<file path="config.mk">
export PLATFORM = sky130hd
export DESIGN_NAME = mbas_bus
export DESIGN_NICKNAME = d
export VERILOG_FILES = /design/src/hw/mbas_state.v /design/src/hw/mbas_bus.v
export VERILOG_INCLUDE_DIRS = /design/src /design/src/hw
export SDC_FILE = /design/constraint.sdc
export NUM_CORES = 1
export LEC_CHECK = 0
export BUFFER_PORTS_ARGS = -buffer_cell sky130_fd_sc_hd__buf_2
export CORE_ASPECT_RATIO = 2
export CORE_UTILIZATION = 30
export CTS_BUF_LIST = sky130_fd_sc_hd__clkbuf_4
export DETAILED_ROUTE_END_ITERATION = 10
export SLEW_MARGIN = 20
export SYNTH_ARGS = -nofsm -noshare
export SYNTH_HDL_FRONTEND = slang
export SYNTH_SLANG_ARGS = --single-unit
</file>
<file path="constraint.sdc">
create_clock -name ref_clk -period 6.13 [get_ports ref_clk]
set_clock_uncertainty 0.1 [all_clocks]
set_input_delay 0.9195 -clock ref_clk [delete_from_list [all_inputs] [get_ports ref_clk]]
set_output_delay 0.9195 -clock ref_clk [all_outputs]
set_load 0.02 [all_outputs]
</file>
<file path="src/hw/mbas_defines.vh">
`ifndef MBAS_DEFINES_VH
`define MBAS_DEFINES_VH
// ----------------------------------------
// bus cycle type codes
// ----------------------------------------
`define MBAS_CYC_INTA 3'h0
`define MBAS_CYC_IO_RD 3'h1
`define MBAS_CYC_IO_WR 3'h2
`define MBAS_CYC_HALT 3'h3
`define MBAS_CYC_FETCH 3'h4
`define MBAS_CYC_MEM_RD 3'h5
`define MBAS_CYC_MEM_WR 3'h6
`define MBAS_CYC_PASSIVE 3'h7
// ----------------------------------------
// bus states
// ----------------------------------------
`define MBAS_ST_IDLE 2'h0
`define MBAS_ST_T1 2'h1
`define MBAS_ST_T2 2'h2
`define MBAS_ST_T3 2'h3
// ----------------------------------------
// field positions and widths
// ----------------------------------------
`define MBAS_ADDR_W 19
`define MBAS_CAS_LSB 13
`define MBAS_UPPER_LSB 16
`define MBAS_STATUS_VALUE 3'h0
`endif

</file>
<file path="src/hw/mbas_state.v">
`timescale 1ns/100ps
`include "mbas_defines.vh"
// ----------------------------------------
// bus state sequencer
// ----------------------------------------
module mbas_state (
  input wire ref_clk,
  input wire rst_n,
  input wire clk_en,
  input wire start,
  output reg [1:0] state_reg
);
  reg [1:0] state_next;
  // one address state then two data states
  always @* begin
    case (state_reg)
      `MBAS_ST_IDLE: state_next = start ? `MBAS_ST_T1 : `MBAS_ST_IDLE;
      `MBAS_ST_T1: state_next = `MBAS_ST_T2;
      `MBAS_ST_T2: state_next = `MBAS_ST_T3;
      `MBAS_ST_T3: state_next = start ? `MBAS_ST_T1 : `MBAS_ST_IDLE;
      default: state_next = `MBAS_ST_IDLE;
    endcase
  end
  // state register
  always @(posedge ref_clk) begin
    if (!rst_n) begin
      state_reg <= `MBAS_ST_IDLE;
    end else if (clk_en) begin
      state_reg <= state_next;
    end
  end
endmodule // mbas_state

</file>
<file path="src/hw/mbas_bus.v">
`timescale 1ns/100ps
`include "mbas_defines.vh"
module mbas_bus #(
  parameter BYTE_BUS = 0
) (
  input wire ref_clk,
  input wire rst_n,
  input wire clk_en,
  input wire req_valid,
  input wire [2:0] req_type,
  input wire [18:0] req_addr,
  input wire [15:0] req_wdata,
  input wire [2:0] req_cascade,
  input wire bus_hold,
  input wire low_power,
  input wire [15:0] shared_ad_in,
  output reg req_ready,
  output reg rdata_valid,
  output reg [15:0] rdata,
  output reg [2:0] upper_addr_status_out,
  output reg upper_addr_status_oe,
  output reg upper_addr_status_weak_hi,
  output reg [7:0] upper_address_byte,
  output reg [15:0] shared_ad_out,
  output reg [15:0] shared_ad_oe,
  output reg [2:0] bus_cycle_type_code
);
  localparam [15:0] LOW_MASK = BYTE_BUS ? 16'h00ff : 16'hffff;
  wire [1:0] st;
  reg [2:0] type_reg;
  reg [18:0] addr_reg;
  reg [15:0] wdata_reg;
  reg [2:0] cas_reg;
  wire start = req_valid && !bus_hold && !low_power;
  wire is_wr = (type_reg == `MBAS_CYC_IO_WR) || (type_reg == `MBAS_CYC_MEM_WR);
  wire is_inta = (type_reg == `MBAS_CYC_INTA);
  // ----------------------------------------
  // sequencing
  // ----------------------------------------
  mbas_state u_state (
    .ref_clk(ref_clk),
    .rst_n(rst_n),
    .clk_en(clk_en),
    .start(start),
    .state_reg(st)
  );
  // capture request when a start is taken in idle or T3, on the edge into T1
  always @(posedge ref_clk) begin
    if (!rst_n) begin
      type_reg <= `MBAS_CYC_PASSIVE;
      addr_reg <= 19'h00000;
      wdata_reg <= 16'h0000;
      cas_reg <= 3'h0;
    end else if (clk_en && start && (st == `MBAS_ST_IDLE || st == `MBAS_ST_T3)) begin
      type_reg <= req_type;
      addr_reg <= req_addr;
      wdata_reg <= req_wdata;
      cas_reg <= req_cascade;
    end
  end
  // ----------------------------------------
  // pin drive
  // ----------------------------------------
  // registered pins, hold overrides the cycle, low power drives pins only in the idle state and blocks a new start from idle or T3
  always @(posedge ref_clk) begin
    if (!rst_n) begin
      upper_addr_status_out <= 3'h7;
      upper_addr_status_oe <= 1'b0;
      upper_addr_status_weak_hi <= 1'b1; // weak high, left to far side
      upper_address_byte <= 8'h00;
      shared_ad_out <= 16'h0000;
      shared_ad_oe <= 16'h0000;
      bus_cycle_type_code <= `MBAS_CYC_PASSIVE;
      req_ready <= 1'b0;
      rdata_valid <= 1'b0;
      rdata <= 16'h0000;
    end else if (clk_en) begin
      upper_addr_status_weak_hi <= 1'b0;
      rdata_valid <= 1'b0;
      req_ready <= start && (st == `MBAS_ST_IDLE || st == `MBAS_ST_T3);
      if (bus_hold) begin
        upper_addr_status_oe <= 1'b0;
        shared_ad_oe <= 16'h0000;
        bus_cycle_type_code <= `MBAS_CYC_PASSIVE;
      end else if (low_power && st == `MBAS_ST_IDLE) begin
        upper_addr_status_out <= 3'h0;
        upper_addr_status_oe <= 1'b1;
        shared_ad_out <= 16'h0000;
        shared_ad_oe <= LOW_MASK | 16'he000;
        bus_cycle_type_code <= `MBAS_CYC_PASSIVE;
      end else begin
        upper_addr_status_oe <= 1'b1;
        case (st)
          `MBAS_ST_T1: begin
            // address phase
            upper_addr_status_out <= addr_reg[18:16];
            upper_address_byte <= addr_reg[15:8];
            shared_ad_out <= {addr_reg[15:13], addr_reg[12:0]} & (LOW_MASK | 16'he000);
            shared_ad_oe <= LOW_MASK | 16'he000;
            bus_cycle_type_code <= type_reg;
          end
          `MBAS_ST_T2, `MBAS_ST_T3: begin
            upper_addr_status_out <= `MBAS_STATUS_VALUE;
            bus_cycle_type_code <= `MBAS_CYC_PASSIVE; // passive in late states
            if (is_inta) begin
              shared_ad_out <= {cas_reg, 13'h0000};
              shared_ad_oe <= 16'he000;
            end else if (is_wr) begin
              shared_ad_out <= wdata_reg & (LOW_MASK | 16'he000);
              shared_ad_oe <= LOW_MASK | 16'he000;
            end else begin
              shared_ad_oe <= 16'h0000;
            end
            if (st == `MBAS_ST_T3 && !is_wr && type_reg != `MBAS_CYC_HALT) begin
              rdata <= shared_ad_in & LOW_MASK;
              rdata_valid <= 1'b1;
            end
          end
          default: begin
            shared_ad_oe <= 16'h0000;
            bus_cycle_type_code <= `MBAS_CYC_PASSIVE;
          end
        endcase
      end
    end
  end
endmodule // mbas_bus

</file>
After elaboration in Yosys (flattened, before gate mapping)

Index checks and enable logic that the tools add are counted.

Output and inout bits: 66
Logic and storage cells: 67
Input port bits: 63
Register bits: 109

Eq/ne operators: 7
Reductions and logical operators: 22
Bitwise gates (word level): 2
Multiplexer cells: 21

Operator list:

| kind               | count |
|---|---|
| $mux 16            | 7 |
| $pmux 16 s2        | 2 |
| $mux 3             | 4 |
| $logic_and 1x1->1  | 8 |
| $reduce_and 4->1   | 2 |
| $mux 1             | 6 |
| $pmux 2 s3         | 1 |
| $pmux 3 s2         | 1 |
| $reduce_and 5->1   | 1 |
| $eq 2x2->1 const B | 2 |
| $ne 4x4->1 const B | 1 |
| $reduce_or 2->1    | 2 |
| $eq 3x2->1 const B | 1 |
| $eq 3x3->1 const B | 1 |
| $logic_not 1->1    | 3 |
| $logic_not 3->1    | 1 |
| $ne 3x2->1 const B | 1 |
| $reduce_and 3->1   | 1 |
| $reduce_bool 3->1  | 1 |
| $eq 2x1->1 const B | 1 |
| $logic_not 2->1    | 1 |
| $logic_or 1x1->1   | 2 |
| $not 1->1          | 2 |

Longest topological paths before layout

Depth in word-level cells: 9
Depth in mapped cells: 8

Modules after synthesis

Synthesis repeated with hierarchy kept, for this count alone.

Cell total of the unflattened synthesis: 428
Area, all modules: 3,895.0 µm²

By module, submodules not included:

| module     | area each (µm²) | times used | cells each | sequential area each (µm²) |
|---|---|---|---|---|
| mbas_bus   | 3,779.9         | 1          | 416        | 1,861.8 |
| mbas_state | 115.1           | 1          | 12         | 40.0 |

Worst setup path before layout

No wires, ideal clock.

Kind: input to register
Start point: in bus_hold
End point: reg shared_ad_out[0]
Stages: 6
Arrival time: 1.949 ns
Path buffers: 2
Slack: 3.938 ns
Library setup time: 0.143 ns
Cells stage by stage: and2b_1 > a21boi_2 > and2_4 > buf_6 > buf_6 > a211oi_2

Word-level cells in the longest chain between the ends: 2

RTL lines:

| element                    | RTL line       | text |
|---|---|---|
| start, declared            | mbas_bus.v:14  | `input wire bus_hold,` |
| $not 1->1 (no line)        | n/a            |  |
| $reduce_and 4->1 (no line) | n/a            |  |
| end signal, assigned       | mbas_bus.v:98  | `shared_ad_out <= {addr_reg[15:13], addr_reg[12:0]} & (LOW_MASK \| 16'he000);` |
| end signal, assigned       | mbas_bus.v:106 | `shared_ad_out <= {cas_reg, 13'h0000};` |
| end signal, assigned       | mbas_bus.v:109 | `shared_ad_out <= wdata_reg & (LOW_MASK \| 16'he000);` |
| end, declared              | mbas_bus.v:24  | `output reg [15:0] shared_ad_out,` |

No other way between the ends.
A chain may end at the register's enable or synchronous reset.

Worst setup path after layout

Start point: reg u_state.state_reg[1]
End point: reg wdata_reg[6]

Word-level cells in the longest chain between the ends: 3
Elaborated cells between the ends (all ways): 4
Classes of those cells: eq/ne (1); reduce/logical (3)

RTL lines:

| element                                       | RTL line        | text |
|---|---|---|
| start, declared                               | mbas_state.v:11 | `output reg [1:0] state_reg` |
| start signal, assigned                        | mbas_state.v:27 | `` state_reg <= `MBAS_ST_IDLE; `` |
| start signal, assigned                        | mbas_state.v:29 | `state_reg <= state_next;` |
| $eq 2x2->1 or $logic_not 2->1 (tied branches) | n/a             |  |
| $logic_or 1x1->1 (no line) *                  | n/a             |  |
| $logic_and 1x1->1 *                           | mbas_bus.v:54   | `` end else if (clk_en && start && (st == `MBAS_ST_IDLE \|\| st == `MBAS_ST_T3)) begin `` |
| end signal, assigned                          | mbas_bus.v:57   | `wdata_reg <= req_wdata;` |
| end, declared                                 | mbas_bus.v:32   | `reg [15:0] wdata_reg;` |

Every way passes the cells marked *; elsewhere a longest branch is shown, timed or not.

==> metrics.txt <==
outcome completed; cell count after synthesis 433; Critical Path Fanout Max 24; Sw Share 27.2%; Syn Std Cell Area 0.00383 mm²; die area 0.0132 mm²; TNS Setup 0 ns; worst-margin pin slew 0.989 ns; Setup Viol. Count Final 0; worst path required time 6.40 ns; sequential element share of the synthesized area 49.7%; DIE WIDTH 81.9 µm; Vert. Die Dim 162 µm; # H-tree levels 3; std cell rows 58; worst hold-check path type register to register; insertion delay to the later sink of the worst-skew pair 0.45 ns; max-slew violation count 0; Finished Layout Cells 685; net count after synthesis 500; PostCTS Resize Cnt 0; Setup WS pre-CTS 2.92 ns; EDFF count, synth 0; Placed Cells 668; Routed Antenna Nets 0; Tot Pwr 1.10 mW; worst relative slew slack 34.0%; Clock Power Share 31.1%; Final Hold Viols 0; DR iter-0 viols 168; maximum vdd drop 0.0821 mV; Gate power share 10.3%; CTS tree yes; Leakage 1.95 nW; io pins 129; critical path endpoint category register; CP cell instances inv_1 > ha_1 > nor4b_1 > and2_1 > buf_4 > nand2_1 > a21oi_1; max incr delay on CP 0.68 ns; Max-Cap Viols 0; drt wl/cell 15.6 µm; Syn Area/Cell 8.85 µm²; Num CTS Buffers 9; ratio of cells with drive above 1 in the final layout 30.7%; # hold bufs at CTS 0; first-pass GRT wire length 16800 µm; CP max-delay cell and2_1; clk sinks 95; Internal 0.799 mW; vias per cell 4.89; PnR worst setup slack 3.16 ns; GRT Residual Overflow 0; starting density of the core 30.7%; ys async rst share 0%; DR vias 3353; RSZ-0062 raised after global routing no; Area growth syn-to-layout 19.2%; Peak Freq 0.337 GHz; vias in the first global route 3370; PD cells 241 mW/mm²; post-DP HPWL 7780 µm; Clk Tree Root Cell clkbuf_4; crit path time final 2.97 ns; gpl congestion 0.801; period utilisation layout 48.4%; global-route usage over all layers 17.0%; router iterations before antenna repair 4; Setup crit start kind register; core area 0.0125 mm²; PortBufs 128; FF+latch count, synth 95; maximum clock path buffer count 2; initial antenna violation count 1; nets 596; routed wire length 10700 µm; final core occ 36.6%; max FFs per register 19; largest net degree at the start of global routing 73; Ys Warns 0; Synth Flop Type dfxtp_1; DRC 0; switching pwr 0.299 mW; CP arrival 3.24 ns; CTS clk-pin slew, worst paths 0.15 ns; Setup Fix Bufs, Post-CTS 0; Netlist cell types 38; Reg power frac 58.6%; Setup Crit Path Kind register to register
-- cell usage after synthesis, types with 2 or more instances --
library cell  count  area, µm²
nand2_1         107        402
dfxtp_1          95       1900
a21oi_1          67        335
nor2_1           20       75.1
clkbuf_1         18       67.6
mux2i_1          17        170
a32oi_1          16        140
buf_4            15        113
a211oi_2         10        125
buf_2             8       40.0
a211oi_1          7       52.6
inv_1             5       18.8
ha_1              4       50.1
nand2b_1          4       25.0
nand3_1           4       20.0
a22oi_1           3       22.5
buf_1             3       11.3
buf_6             3       33.8
mux2_1            3       33.8
o21ai_0           3       15.0
o22ai_1           3       18.8
nor2b_1           2       12.5
-- cell families (layout without fill, tap and decap cells) --
kind of cell               Yosys count  in the layout  synth area share (%)
other                                0              1                     0
DFF                                 95             95                  49.7
and+or+nand+nor                    145            145                  15.4
AOI/OAI and AO/OA                  117            117                  20.9
buffers and inverters               52            153                  7.42
adders and majority gates            4              4                  1.31
muxes                               20             20                  5.32
-- power groups by stage --
| stage | registers (mW) | clock network (mW) | logic, mW |
|---|---|---|---|
| 6_report | 0.643 | 0.341 | 0.114 |
| 5_1_grt | 0.646 | 0.381 | 0.123 |
| 4_1_cts | 0.644 | 0.356 | 0.115 |
| 3_5_place_dp | 0.657 | 0 | 0.115 |
| 3_3_place_gp | 0.656 | 0 | 0.114 |
| 2_1_floorplan | 0.666 | 0 | 0.0625 |
-- critical path: cells and delay by family, from the launching register on --
kind                     cells  cell delay (ns)
AND/OR/NAND/NOR              3             1.39
buffers and inverters        2             0.50
flip-flops                   1             0.46
adder cells (fa/ha/maj)      1             0.30
AO/OA/AOI/OAI                1             0.14
-- area by class of cell --
cell class / instances / area, µm²
clock buffer: 9 / 67.6
multi-input combinational: 286 / 1640
sequential: 95 / 1900
antenna: 1 / 2.50
fill: 1346 / 7920
inverter: 5 / 18.8
clock inverter: 7 / 72.6
timing repair buffer: 132 / 671
tap: 150 / 188
-- placed cells by master (no fill, tap or decap), types with 2 or more instances in the layout --
master        n
nor2b_1       2
mux2_1        3
o21ai_0       3
a21oi_1      67
nand3_1       4
a211oi_1      7
inv_1         4
a211oi_2     10
ha_1          4
nor2_1       20
buf_4         4
a32oi_1      16
a22oi_1       3
nand2_1     107
dfxtp_1      95
o22ai_1       3
nand2b_1      4
mux2i_1      17
buf_2       128
clkbuf_4      9
clkinvlp_4    4
-- through the flow --
step	hold slack, ns	instance area (µm²)
global placement	0.340	4420
global route	0.378	4570
floorplan	0.332	3830
CTS	0.364	4560
finish	0.365	4570
detailed placement	0.344	4420
-- layer usage --
metal  track usage (%)  wire (µm)  vias up
met4              10.9        515        0
met1              17.7       3950     1564
met2              30.1       5800       97
met5                 0          0        -
met3              3.09        417       25
li1                  -          -     1667
-- path summary, 6_finish.rpt --
kind | start | endpoint | slack [ns] | cells after the start
setup reg to reg | u_state.state_reg[1] | wdata_reg[6] | 3.16 | 7
hold / removal | cas_reg[2] | cas_reg[2] | 0.36 | 2
setup / recovery | u_state.state_reg[1] | wdata_reg[6] | 3.16 | 7
hold reg to reg | cas_reg[2] | cas_reg[2] | 0.36 | 2
No activity file was read; power rests on OpenSTA's default activity.
